`src/down_timer_pkg.sv`:
```
package down_timer_pkg;
  // register byte offsets
  localparam logic [5:0] ctrl_a_off = 6'h00;
  localparam logic [5:0] ctrl_b_off = 6'h04;
  localparam logic [5:0] high_bits_off = 6'h08;
  localparam logic [5:0] reload_low_off = 6'h0c;
  localparam logic [5:0] duty_low_off = 6'h10;
  localparam logic [5:0] prescale_view_off = 6'h14;
  localparam logic [5:0] irq_flag_off = 6'h18;
  localparam logic [5:0] irq_enable_off = 6'h1c;
  localparam logic [5:0] buzzer_ctrl_off = 6'h20;
  // timer_ctrl_a fields
  localparam int pwm_out_en_bit = 7;
  localparam int pwm_active_low_bit = 6;
  localparam int one_shot_sel_bit = 2;
  localparam int reload_sel_bit = 1;
  localparam int timer_run_bit = 0;
  // timer_ctrl_b fields
  localparam int count_src_sel_bit = 5;
  localparam int ext_edge_sel_bit = 4;
  localparam int prescale_enable_n_bit = 3;
  localparam int prescale_ratio_lsb = 0;
  // high_bits_reg fields
  localparam int reload_hi_lsb = 4;
  localparam int duty_hi_lsb = 0;
  // interrupt fields
  localparam int underflow_flag_bit = 3;
  localparam int global_irq_en_bit = 7;
  // buzzer_ctrl_reg fields
  localparam int buzzer_en_bit = 7;
  localparam int buzzer_src_bit = 3;
  // reset values and constants
  localparam logic [7:0] ctrl_a_rst = 8'h00;
  localparam logic [7:0] ctrl_b_rst = 8'h08;
  localparam logic [7:0] buzzer_ctrl_rst = 8'h00;
  localparam logic [9:0] count_max = 10'h3ff;
  localparam logic [9:0] count_rst = 10'h3ff;
  localparam logic [1:0] resp_okay = 2'b00;
  localparam logic [1:0] resp_slverr = 2'b10;
endpackage

```
`src/down_timer_pwm_buzzer.sv`:
```
// Notes on behaviour
// - ten-bit counter decrements on each prescaled tick
// - reload buffered; moved in on underflow while running
// - stopped timer loads reload on low byte write
// - reading reload low byte returns live count
// - counting only while timer_run is set
// - count_src_sel picks external pin or instruction clock
// - ext_edge_sel one counts falling, zero rising edges
// - prescaler divides 1:2..1:256 when enable_n low
// - prescaler count readable in read-only register
// - one-shot counts down once to zero, stops
// - continuous restarts from reload or 0x3ff
// - underflow sets flag; irq needs enable and global
// - underflow flag cleared only by software zero
// - pwm_out_en routes pwm, forces pin output
// - pwm_active_low sets pwm output polarity
// - ten-bit duty; zero never active, 0x3ff 1023 ticks
// - duty buffered, taken in after next underflow
// - buzzer on pin when enabled and configured; pwm routed and configured takes the pin first
// - buzzer_div_sel top bit picks source, rest divide
// - pwm on pin needs configuration option too
//
// Our own choices: register access over AXI4-Lite and the register offsets.
module down_timer_pwm_buzzer #(
  parameter int prescale_width = 8
) (
  input wire logic aclk,
  input wire logic aresetn,
  input wire logic [5:0] s_axi_awaddr,
  input wire logic s_axi_awvalid,
  output logic s_axi_awready,
  input wire logic [31:0] s_axi_wdata,
  input wire logic [3:0] s_axi_wstrb,
  input wire logic s_axi_wvalid,
  output logic s_axi_wready,
  output logic [1:0] s_axi_bresp,
  output logic s_axi_bvalid,
  input wire logic s_axi_bready,
  input wire logic [5:0] s_axi_araddr,
  input wire logic s_axi_arvalid,
  output logic s_axi_arready,
  output logic [31:0] s_axi_rdata,
  output logic [1:0] s_axi_rresp,
  output logic s_axi_rvalid,
  input wire logic s_axi_rready,
  input wire logic ext_count_clk,
  input wire logic pin_cfg_pwm,
  input wire logic pin_cfg_buzzer,
  output logic shared_out_pin,
  output logic shared_out_pin_oe,
  output logic irq_req
);

  // true when the low k+1 bits of v are all ones
  function automatic logic low_ones(input logic [7:0] v, input logic [2:0] k);
    logic [7:0] m;
    m = 8'hff >> (3'd7 - k);
    return (v & m) == m;
  endfunction

  function automatic logic mapped(input logic [5:0] a);
    return (a[1:0] == 2'b00) && (a <= down_timer_pkg::buzzer_ctrl_off);
  endfunction

  logic [7:0] ctrl_a_q;
  logic [7:0] ctrl_b_q;
  logic [7:0] high_bits_q;
  logic [7:0] buzzer_ctrl_q;
  logic underflow_flag_q;
  logic underflow_irq_en_q;
  logic global_irq_en_q;
  logic [9:0] reload_buf_q;
  logic [9:0] duty_buf_q;
  logic [9:0] duty_act_q;
  logic [9:0] count_q;
  logic done_q;
  logic [prescale_width-1:0] prescale_q;
  logic ext_prev_q;
  logic [7:0] buzz_div_q;
  logic buzzer_wave_q;
  logic aw_have_q;
  logic w_have_q;
  logic [5:0] awaddr_q;
  logic [7:0] wdata_q;
  logic wstrb0_q;

  wire timer_run = ctrl_a_q[down_timer_pkg::timer_run_bit];
  wire reload_sel = ctrl_a_q[down_timer_pkg::reload_sel_bit];
  wire one_shot_sel = ctrl_a_q[down_timer_pkg::one_shot_sel_bit];
  wire pwm_active_low = ctrl_a_q[down_timer_pkg::pwm_active_low_bit];
  wire pwm_out_en = ctrl_a_q[down_timer_pkg::pwm_out_en_bit];
  wire count_src_sel = ctrl_b_q[down_timer_pkg::count_src_sel_bit];
  wire ext_edge_sel = ctrl_b_q[down_timer_pkg::ext_edge_sel_bit];
  wire prescale_enable_n = ctrl_b_q[down_timer_pkg::prescale_enable_n_bit];
  wire [2:0] prescale_ratio = ctrl_b_q[down_timer_pkg::prescale_ratio_lsb +: 3];
  wire buzzer_en = buzzer_ctrl_q[down_timer_pkg::buzzer_en_bit];
  wire [3:0] buzzer_div_sel = buzzer_ctrl_q[3:0];

  // a write happens once both address and data are held
  wire wr_fire = aw_have_q && w_have_q && !s_axi_bvalid;
  wire wr_en = wr_fire && wstrb0_q && mapped(awaddr_q);
  wire wr_ctrl_a = wr_en && (awaddr_q == down_timer_pkg::ctrl_a_off);
  wire wr_reload_low = wr_en && (awaddr_q == down_timer_pkg::reload_low_off);
  wire wr_duty_low = wr_en && (awaddr_q == down_timer_pkg::duty_low_off);
  wire wr_flag = wr_en && (awaddr_q == down_timer_pkg::irq_flag_off);

  // source tick: one per aclk, or the chosen pin edge
  wire ext_rise = ext_count_clk && !ext_prev_q;
  wire ext_fall = !ext_count_clk && ext_prev_q;
  wire ext_tick = ext_edge_sel ? ext_fall : ext_rise;
  wire src_tick = count_src_sel ? ext_tick : 1'b1;
  wire [7:0] prescale_low = 8'(prescale_q);
  wire prescale_tick = src_tick && low_ones(prescale_low, prescale_ratio);
  wire timer_tick = timer_run && !done_q && (prescale_enable_n ? src_tick : prescale_tick);
  wire underflow = timer_tick && (count_q == 10'h000);

  // edge detector reference; the pin is taken as synchronous
  always_ff @(posedge aclk)
  begin
    if (!aresetn)
      ext_prev_q <= 1'b0;
    else
      ext_prev_q <= ext_count_clk;
  end

  // prescaler runs only while enabled and the timer runs
  always_ff @(posedge aclk)
  begin
    if (!aresetn)
      prescale_q <= '0;
    else if (prescale_enable_n || !timer_run)
      prescale_q <= '0;
    else if (src_tick)
      prescale_q <= prescale_q + 1'b1;
  end

  // control registers written by software
  always_ff @(posedge aclk)
  begin
    if (!aresetn)
    begin
      ctrl_a_q <= down_timer_pkg::ctrl_a_rst;
      ctrl_b_q <= down_timer_pkg::ctrl_b_rst;
      high_bits_q <= 8'h00;
      buzzer_ctrl_q <= down_timer_pkg::buzzer_ctrl_rst;
      underflow_irq_en_q <= 1'b0;
      global_irq_en_q <= 1'b0;
    end
    else if (wr_en)
    begin
      unique case (awaddr_q)
        down_timer_pkg::ctrl_a_off: ctrl_a_q <= wdata_q;
        down_timer_pkg::ctrl_b_off: ctrl_b_q <= {2'b00, wdata_q[5:0]};
        down_timer_pkg::high_bits_off: high_bits_q <= {2'b00, wdata_q[5:4], 2'b00, wdata_q[1:0]};
        down_timer_pkg::buzzer_ctrl_off: buzzer_ctrl_q <= {wdata_q[7], 3'b000, wdata_q[3:0]};
        down_timer_pkg::irq_enable_off:
        begin
          underflow_irq_en_q <= wdata_q[down_timer_pkg::underflow_flag_bit];
          global_irq_en_q <= wdata_q[down_timer_pkg::global_irq_en_bit];
        end
        default: ;
      endcase
    end
  end

  // reload and duty buffers catch the high bits at the low byte write
  always_ff @(posedge aclk)
  begin
    if (!aresetn)
    begin
      reload_buf_q <= down_timer_pkg::count_rst;
      duty_buf_q <= 10'h000;
    end
    else
    begin
      if (wr_reload_low)
        reload_buf_q <= {high_bits_q[down_timer_pkg::reload_hi_lsb +: 2], wdata_q};
      if (wr_duty_low)
        duty_buf_q <= {high_bits_q[down_timer_pkg::duty_hi_lsb +: 2], wdata_q};
    end
  end

  // the comparator duty changes only at a frame boundary, so no glitch mid-frame
  always_ff @(posedge aclk)
  begin
    if (!aresetn)
      duty_act_q <= 10'h000;
    else if (underflow)
      duty_act_q <= duty_buf_q;
  end

  // down-counter with one-shot and continuous restart
  always_ff @(posedge aclk)
  begin
    if (!aresetn)
      count_q <= down_timer_pkg::count_rst;
    else if (wr_reload_low && !timer_run)
      count_q <= {high_bits_q[down_timer_pkg::reload_hi_lsb +: 2], wdata_q};
    else if (underflow)
    begin
      if (one_shot_sel)
        count_q <= 10'h000;
      else if (reload_sel)
        count_q <= reload_buf_q;
      else
        count_q <= down_timer_pkg::count_max;
    end
    else if (timer_tick)
      count_q <= count_q - 10'h001;
  end

  // one-shot stop; a write to timer_ctrl_a or the reload rearms it
  always_ff @(posedge aclk)
  begin
    if (!aresetn)
      done_q <= 1'b0;
    else if (underflow && one_shot_sel)
      done_q <= 1'b1;
    else if (wr_ctrl_a || wr_reload_low)
      done_q <= 1'b0;
  end

  // sticky flag: a same-cycle underflow beats the software clear
  always_ff @(posedge aclk)
  begin
    if (!aresetn)
      underflow_flag_q <= 1'b0;
    else if (underflow)
      underflow_flag_q <= 1'b1;
    else if (wr_flag && !wdata_q[down_timer_pkg::underflow_flag_bit])
      underflow_flag_q <= 1'b0;
  end

  assign irq_req = underflow_flag_q && underflow_irq_en_q && global_irq_en_q;

  // buzzer divider: source tick counted, output toggled every 2^n ticks
  wire buzz_src = buzzer_div_sel[down_timer_pkg::buzzer_src_bit] ? underflow :
                  (prescale_enable_n ? src_tick && timer_run : prescale_tick && timer_run);
  wire buzz_toggle = buzz_src && ((buzzer_div_sel[2:0] == 3'd0) ||
                     low_ones(buzz_div_q, 3'(buzzer_div_sel[2:0] - 3'd1)));

  always_ff @(posedge aclk)
  begin
    if (!aresetn)
    begin
      buzz_div_q <= 8'h00;
      buzzer_wave_q <= 1'b0;
    end
    else if (!buzzer_en)
    begin
      buzz_div_q <= 8'h00;
      buzzer_wave_q <= 1'b0;
    end
    else if (buzz_src)
    begin
      buzz_div_q <= buzz_div_q + 8'h01;
      if (buzz_toggle)
        buzzer_wave_q <= !buzzer_wave_q;
    end
  end

  // pwm active for the last duty counts of each frame
  wire pwm_active = count_q < duty_act_q;
  wire pwm_wave = pwm_active ^ pwm_active_low;

  // pin mux registered so the pad sees no decode glitches
  always_ff @(posedge aclk)
  begin
    if (!aresetn)
    begin
      shared_out_pin <= 1'b0;
      shared_out_pin_oe <= 1'b0;
    end
    else
    begin
      shared_out_pin_oe <= pwm_out_en || buzzer_en;
      if (pwm_out_en && pin_cfg_pwm)
        shared_out_pin <= pwm_wave;
      else if (buzzer_en && pin_cfg_buzzer)
        shared_out_pin <= buzzer_wave_q;
      else
        shared_out_pin <= 1'b0;
    end
  end

  // axi write channels: address and data taken in either order
  assign s_axi_awready = !aw_have_q && !s_axi_bvalid;
  assign s_axi_wready = !w_have_q && !s_axi_bvalid;

  always_ff @(posedge aclk)
  begin
    if (!aresetn)
    begin
      aw_have_q <= 1'b0;
      w_have_q <= 1'b0;
      awaddr_q <= 6'h00;
      wdata_q <= 8'h00;
      wstrb0_q <= 1'b0;
    end
    else if (wr_fire)
    begin
      aw_have_q <= 1'b0;
      w_have_q <= 1'b0;
    end
    else
    begin
      if (s_axi_awvalid && s_axi_awready)
      begin
        aw_have_q <= 1'b1;
        awaddr_q <= s_axi_awaddr;
      end
      if (s_axi_wvalid && s_axi_wready)
      begin
        w_have_q <= 1'b1;
        wdata_q <= s_axi_wdata[7:0];
        wstrb0_q <= s_axi_wstrb[0];
      end
    end
  end

  // write response; unmapped addresses answer slverr
  always_ff @(posedge aclk)
  begin
    if (!aresetn)
    begin
      s_axi_bvalid <= 1'b0;
      s_axi_bresp <= down_timer_pkg::resp_okay;
    end
    else if (wr_fire)
    begin
      s_axi_bvalid <= 1'b1;
      s_axi_bresp <= mapped(awaddr_q) ? down_timer_pkg::resp_okay : down_timer_pkg::resp_slverr;
    end
    else if (s_axi_bready)
      s_axi_bvalid <= 1'b0;
  end

  // read mux; write-only duty and high bits read back their stored values
  logic [7:0] rd_byte;
  always_comb
  begin
    rd_byte = 8'h00;
    unique case (s_axi_araddr)
      down_timer_pkg::ctrl_a_off: rd_byte = ctrl_a_q;
      down_timer_pkg::ctrl_b_off: rd_byte = ctrl_b_q;
      down_timer_pkg::high_bits_off: rd_byte = high_bits_q;
      down_timer_pkg::duty_low_off: rd_byte = duty_buf_q[7:0];
      down_timer_pkg::prescale_view_off: rd_byte = prescale_low;
      down_timer_pkg::irq_flag_off: rd_byte = {4'h0, underflow_flag_q, 3'b000};
      down_timer_pkg::irq_enable_off: rd_byte = {global_irq_en_q, 3'b000, underflow_irq_en_q, 3'b000};
      down_timer_pkg::buzzer_ctrl_off: rd_byte = buzzer_ctrl_q;
      default: rd_byte = 8'h00;
    endcase
  end

  assign s_axi_arready = !s_axi_rvalid;

  always_ff @(posedge aclk)
  begin
    if (!aresetn)
    begin
      s_axi_rvalid <= 1'b0;
      s_axi_rdata <= 32'h0000_0000;
      s_axi_rresp <= down_timer_pkg::resp_okay;
    end
    else if (s_axi_arvalid && s_axi_arready)
    begin
      s_axi_rvalid <= 1'b1;
      if (s_axi_araddr == down_timer_pkg::reload_low_off)
        s_axi_rdata <= {22'h000000, count_q};
      else
        s_axi_rdata <= {24'h000000, rd_byte};
      s_axi_rresp <= mapped(s_axi_araddr) ? down_timer_pkg::resp_okay : down_timer_pkg::resp_slverr;
    end
    else if (s_axi_rready)
      s_axi_rvalid <= 1'b0;
  end

endmodule // down_timer_pwm_buzzer

```
`config.mk`:
```
export PLATFORM = sky130hd
export DESIGN_NAME = down_timer_pwm_buzzer
export DESIGN_NICKNAME = d
export VERILOG_FILES = /design/src/down_timer_pkg.sv /design/src/down_timer_pwm_buzzer.sv
export SDC_FILE = /design/constraint.sdc
export NUM_CORES = 1
export LEC_CHECK = 0
export ABC_AREA = 1
export BUFFER_PORTS_ARGS = -buffer_cell sky130_fd_sc_hd__buf_2
export CAP_MARGIN = 20
export CORE_ASPECT_RATIO = 0.75
export CORE_MARGIN = 3
export CORE_UTILIZATION = 53
export CTS_BUF_LIST = sky130_fd_sc_hd__clkbuf_4 sky130_fd_sc_hd__clkbuf_8
export CTS_CLUSTER_SIZE = 40
export DETAILED_ROUTE_END_ITERATION = 6
export PLACE_DENSITY = 0.77
export SLEW_MARGIN = 0
export SYNTH_ARGS = -nofsm -noshare
export SYNTH_HDL_FRONTEND = slang
export SYNTH_SLANG_ARGS = --single-unit
```
`constraint.sdc`:
```
create_clock -name aclk -period 1.77 [get_ports aclk]
set_clock_uncertainty 0.1 [all_clocks]
set_input_delay 0.354 -clock aclk [delete_from_list [all_inputs] [get_ports aclk]]
set_output_delay 0.354 -clock aclk [all_outputs]
set_load 0.03 [all_outputs]
```
Word level (Yosys, flattened, before mapping)
Cells that the tools add are included.

Bits in registers: 142. Bits of input ports: 58.

Add/sub/neg operators: 6. Order comparisons: 3. Eq/ne operators: 17. Shift operators: 2. Mux-type cells: 24. Bitwise gates (word level): 5. Reduce and logical (&&, ||, !) cells: 67.

Operators with widths (count): 8-bit one-hot mux with 8 select lines (1); 10-bit two-way mux (6); 6-bit by 5-bit == test with 1-bit output, second input constant (7); 1-bit logical AND (31); 6-bit by 4-bit == test with 1-bit output, second input constant (4); 2-bit AND reduction (9); 8-bit by 1-bit adder with 8-bit output, second input constant (2); 8-bit AND (2); 8-bit == test (2); 8-bit by 3-bit right shift with 8-bit output, first input constant (2); 1-bit two-way mux (15); 6-bit by 3-bit == test with 1-bit output, second input constant (2); 6-bit == test, second input constant (2); 6-bit <= comparator, second input constant (2); 6-bit zero test (2); 1-bit zero test (10); 10-bit zero test (1); 10-bit less-than comparator (1); 10-bit by 1-bit subtractor with 10-bit output, second input constant (1); 2-bit nonzero test (4); 3-bit subtractor, first input constant (2); 2-bit zero test (2); 1-bit logical OR (4); 2-bit two-way mux (2); other kinds (6) (8).

Depth between registers and ports, before layout
Depth in word-level cells: 11. Gate-level depth with buffers: 13. Mapped depth without buffers: 12.

Worst setup path after synthesis
Ideal clock, no wire load.

Path type: reg-to-reg. Start point: reg s_axi_bvalid. End point: reg wdata_q[7]. Data arrival time: 1.577 ns. Data required time: 1.542 ns. Slack: -0.035 ns. Cell stages (with the launch flop): 6. Buffers on the path: 1. Clock period less this slack: 1.805 ns. Cells stage by stage: dfxtp_1 nor2_1 nand2_1 clkbuf_1 o21ai_0 a21oi_1.

Cells in the longest elaborated chain, start to end: 4.

Ends and longest elaborated chain: from (decl) (RTL line down_timer_pwm_buzzer.sv:37) `output logic s_axi_bvalid,`; from (signal assigned) (RTL line down_timer_pwm_buzzer.sv:326) `s_axi_bvalid <= 1'b0;`; from (signal assigned) (RTL line down_timer_pwm_buzzer.sv:331) `s_axi_bvalid <= 1'b1;`; from (signal assigned) (RTL line down_timer_pwm_buzzer.sv:335) `s_axi_bvalid <= 1'b0;`; 1-bit zero test (RTL line down_timer_pwm_buzzer.sv:288) `assign s_axi_wready = !w_have_q && !s_axi_bvalid;`; 1-bit logical AND (RTL line down_timer_pwm_buzzer.sv:288); named net s_axi_wready (RTL line down_timer_pwm_buzzer.sv:35) `output logic s_axi_wready,`; 1-bit logical AND (RTL line down_timer_pwm_buzzer.sv:312) `if (s_axi_wvalid && s_axi_wready)`; 2-bit AND reduction (no line); to (signal assigned) (RTL line down_timer_pwm_buzzer.sv:315) `wdata_q <= s_axi_wdata[7:0];`; to (decl) (RTL line down_timer_pwm_buzzer.sv:84) `logic [7:0] wdata_q;`.

The timed path passes the listed nets, and every way through them passes these cells. A chain may end at the register's enable or synchronous reset.

Final worst setup path
Start point: reg count_q[0]. End point: reg count_q[6].

Cells in the longest elaborated chain, start to end: 4.

Ends and longest elaborated chain: from (decl) (RTL line down_timer_pwm_buzzer.sv:75) `logic [9:0] count_q;`; from (signal assigned) (RTL line down_timer_pwm_buzzer.sv:196) `count_q <= down_timer_pkg::count_rst;`; from (signal assigned) (RTL line down_timer_pwm_buzzer.sv:198) `count_q <= {high_bits_q[down_timer_pkg::reload_hi_lsb +: 2], wdata_q};`; from (signal assigned) (RTL line down_timer_pwm_buzzer.sv:204) `count_q <= reload_buf_q;`; 10-bit by 1-bit subtractor with 10-bit output / 10-bit zero test (equally long branches) (RTL line down_timer_pwm_buzzer.sv:209, down_timer_pwm_buzzer.sv:115); 10-bit two-way mux / 1-bit logical AND (equally long branches) (RTL line down_timer_pwm_buzzer.sv:208, down_timer_pwm_buzzer.sv:115); 10-bit two-way mux (RTL line down_timer_pwm_buzzer.sv:199) `else if (underflow)`; 10-bit two-way mux (RTL line down_timer_pwm_buzzer.sv:197) `else if (wr_reload_low && !timer_run)`.

Parallel ways exist; a longest one is shown, timed or not. The select of a mux whose other input is x is not followed.

==> impl_metrics.env <==
export IMPL_crit_path_max_fanout=8
export IMPL_rrSetupSlack_ns=-0.08
export IMPL_timing_fmax_mhz=541
export IMPL_vias=6310
export IMPL_p_per_area_nw_per_um2=696
export IMPL_grt_first_pass_wirelength_um=27300
export IMPL_run_status="finished, violations left"
export IMPL_antenna_found_initial=0
export IMPL_worstSetupStartpointType="register"
export IMPL_min_period_ns=1.85
export IMPL_cts_buffer_depth=2
export IMPL_violations="setup timing"
export IMPL_yosysTopAreaCell="dfxtp_1"
export IMPL_path_clk_slew_ns=0.07
export IMPL_setup_viol=24
export IMPL_worstReg2RegStart="count_q[0]"
export IMPL_overflow=0
export IMPL_ys_ff_latch=118
export IMPL_port_buffers=50
export IMPL_endpoint_kind="register"
export IMPL_cts_tree="yes"
export IMPL_top_usage_layer="met1"
export IMPL_grt_use_total_pct=27.1
export IMPL_drc=0
export IMPL_pre_cts_ws_ns=-0.175
export IMPL_dr_first_iter_drc_count=677
export IMPL_core_um2=11100
export IMPL_worstPathRequired_ns=2.01
export IMPL_r2r_worst_path_cells=13
export IMPL_ys_async_sr_fraction_pct=0
export IMPL_layout_setup_ws_ns=-0.0801
export IMPL_cts_made_buffers=17
export IMPL_yosys_cell_types_count=48
export IMPL_hp_start="ext_count_clk"
export IMPL_first_pass_iters=6
export IMPL_synth_area_um2=6090
export IMPL_p_leak_nw=3.58
export IMPL_cts_max_level=4
export IMPL_yosysSeqAreaShare_pct=38.8
export IMPL_rows=33
export IMPL_cpMostUsedCell="nand2_1"
export IMPL_place_congestion=0.922
export IMPL_critPathSlowestCell="dfxtp_2"
export IMPL_totalNegativeSetupSlack_ns=-0.946
export IMPL_grt_pass1_vias=5530
export IMPL_place_area_um2=6920
export IMPL_antennaDiodeCount=0
export IMPL_drt_total_wl_um=18600
export IMPL_final_util_pct=72.2
export IMPL_hp_class="in2reg"
export IMPL_crit_buf_inv=3
export IMPL_finalCritPeriodShare_pct=105
export IMPL_die_w_um=130
export IMPL_drive_gt1_share_pct=30.6
export IMPL_synth_ff_type="dfxtp_1"
export IMPL_dp_hpwl_um=12600
export IMPL_yosysWarnings=0
export IMPL_cap_violations=0
export IMPL_hold_viol=0
export IMPL_drv_slew=0
export IMPL_fp_dieH_um=98.8
export IMPL_final_area_um2=7990
export IMPL_cp_arrival_ns=2.09
export IMPL_final_antenna_net_count=0
export IMPL_fin_hold_ws_ns=0.0343
export IMPL_dieArea_um2=12800
export IMPL_syn_avg_cell_area_um2=7.09
export IMPL_finalPower_mw=5.56
export IMPL_vias_per_cell=5.46
export IMPL_critPathMaxStageDelay_ns=0.32
export IMPL_io_pins=102
export IMPL_floorplan_initialDensity_pct=55.0
export IMPL_crit_type="reg2reg"
export IMPL_root_buffer="clkbuf_8"
export IMPL_wl_per_cell_um=16.1
export IMPL_use_met2_pct=38.7
export IMPL_worstHoldPathCells=3
export IMPL_areaGrowthSynthToFinish_pct=31.3
export IMPL_syn_inst=858
export IMPL_cp_top_family="simple AND/OR/NAND/NOR gates"
export IMPL_met3_usage_pct=5.96
export IMPL_rsz0062_at_grt="true"
export IMPL_hold_path_end="ext_prev_q"
export IMPL_timing_rr_end="count_q[6]"
export IMPL_synth_area_leaders="dfxtp_1, nand2_1, inv_1"
export IMPL_synth_top_area_share_pct=38.8
export IMPL_final_cell_count_no_fill=1156
export IMPL_ir_drop_mv=0.520
export IMPL_fin_nets=1080
export IMPL_cp_cell_sequence="inv_2, ha_4, nand3_2, nor2_1, nand2_1, nor2_4, nand4_4, buf_6, buf_12, nand2_4, nand3_2, nand2_1, nand2_1"
export IMPL_synth_edf_count=0
export IMPL_clkSinkCount=118
export IMPL_worstSkewPairLatency_ns=0.43
export IMPL_grt_use_met1_pct=40.4
export IMPL_dp_cells=1104
export IMPL_grt_max_degree=38
## cells in the final DEF, fill, tap and decap left out, types with 4 or more instances in the layout
cell | synthesis | final
a211oi_1 | 12 | 8
a211oi_2 | 2 | 6
a21oi_1 | 82 | 68
a21oi_2 | 1 | 14
a22oi_1 | 4 | 4
buf_2 | 5 | 49
buf_4 | 25 | 88
buf_6 | 2 | 10
buf_8 | 0 | 4
clkbuf_8 | 0 | 21
clkinv_2 | 0 | 5
conb_1 | 1 | 24
dfxtp_1 | 118 | 104
dfxtp_2 | 0 | 13
ha_1 | 16 | 11
ha_4 | 0 | 4
inv_1 | 126 | 114
inv_2 | 3 | 14
nand2_1 | 142 | 126
nand2_2 | 3 | 9
nand2_4 | 0 | 9
nand3_1 | 36 | 28
nand3_2 | 2 | 8
nand4_1 | 13 | 13
nor2_1 | 93 | 81
nor2_2 | 2 | 12
nor2_4 | 4 | 6
nor3_1 | 15 | 11
o211ai_1 | 10 | 10
o21ai_0 | 80 | 65
o21ai_1 | 3 | 7
o21ai_2 | 3 | 11
xor2_1 | 9 | 9
## cells by family (layout without fill, tap and decap cells)
logic type	Yosys count	after routing	synth area share, %
simple gates	320	321	23.2
compound gates	214	214	20.1
buf+inv	177	311	12.8
flops	118	118	38.8
fa+ha+maj	16	16	3.29
xor+xnor	12	12	1.73
other cells	1	24	0.0616
## state kept, by name, indices dropped and copies added (netlist names), 4 cells and up
name,flops
duty_buf_q,10
wdata_q,8
buzz_div_q,8
s_axi_rdata,10
high_bits_q,4
awaddr_q,6
duty_act_q,10
count_q,10
ctrl_a_q,8
buzzer_ctrl_q,5
prescale_low,8
ctrl_b_q,6
reload_buf_q,10
## tightest hold or removal path: cells and delay by family
family,cells,cell delay [ns]
buf+inv,2,0.14
simple gates,1,0.05
## cell usage after synthesis (3+ instances only)
cell type / number
nand2_1: 142
inv_1: 126
dfxtp_1: 118
nor2_1: 93
a21oi_1: 82
o21ai_0: 80
nand3_1: 36
buf_4: 25
ha_1: 16
nor3_1: 15
clkbuf_1: 14
nand4_1: 13
a211oi_1: 12
o211ai_1: 10
xor2_1: 9
buf_2: 5
a22oi_1: 4
nor2_4: 4
a21o_1: 3
inv_2: 3
nand2_2: 3
o21ai_1: 3
o21ai_2: 3
o21bai_1: 3
xnor2_1: 3
## layout make-up
| cell class | count | area, um^2 |
|---|---|---|
| timing repair buffer | 153 | 1120 |
| sequential | 118 | 2380 |
| clock inverter | 5 | 25.0 |
| tap | 140 | 175 |
| multi-input combinational | 587 | 3480 |
| inverter | 129 | 487 |
| clock buffer | 24 | 312 |
| fill | 863 | 3080 |
## layer usage
| metal | wire length, um | vias to the layer above |
|---|---|---|
| met5 | 0 | - |
| met4 | 387 | 0 |
| met1 | 8180 | 2873 |
| met3 | 1970 | 35 |
| met2 | 8030 | 333 |
| li1 | - | 3069 |
## what timing repair did
item / CTS / global route
endpoints found under the setup margin: 32 / 73
cloned: 2 / 2
gates resized for setup: 53 / 112
buffers inserted: 4 / 16
hold buffers: 0 / 0
pin swaps: 22 / 39
## worst max path at each step
stage                            from             end  slack [ns]  cells past startpoint
final                      count_q[0]      count_q[6]       -0.08                     13
after global routing      awaddr_q[5]  high_bits_q[1]       -0.19                     11
after CTS                  count_q[1]   duty_act_q[1]       -0.06                     10
after detailed placement   count_q[1]   duty_act_q[3]       -0.18                     10
after global placement     count_q[1]   duty_act_q[3]       -0.10                     10
after floorplan            count_q[0]      count_q[6]        0.03                     12
## where the power goes
group	switching [mW]	internal [mW]	total [mW]	leakage [nW]
registers	0.0627	2.72	2.78	0.959
clock network	1.03	1.13	2.16	0.184
logic	0.425	0.192	0.617	2.44
total	1.52	4.04	5.56	3.58
Note: power is estimated with default switching activity, not from simulation.
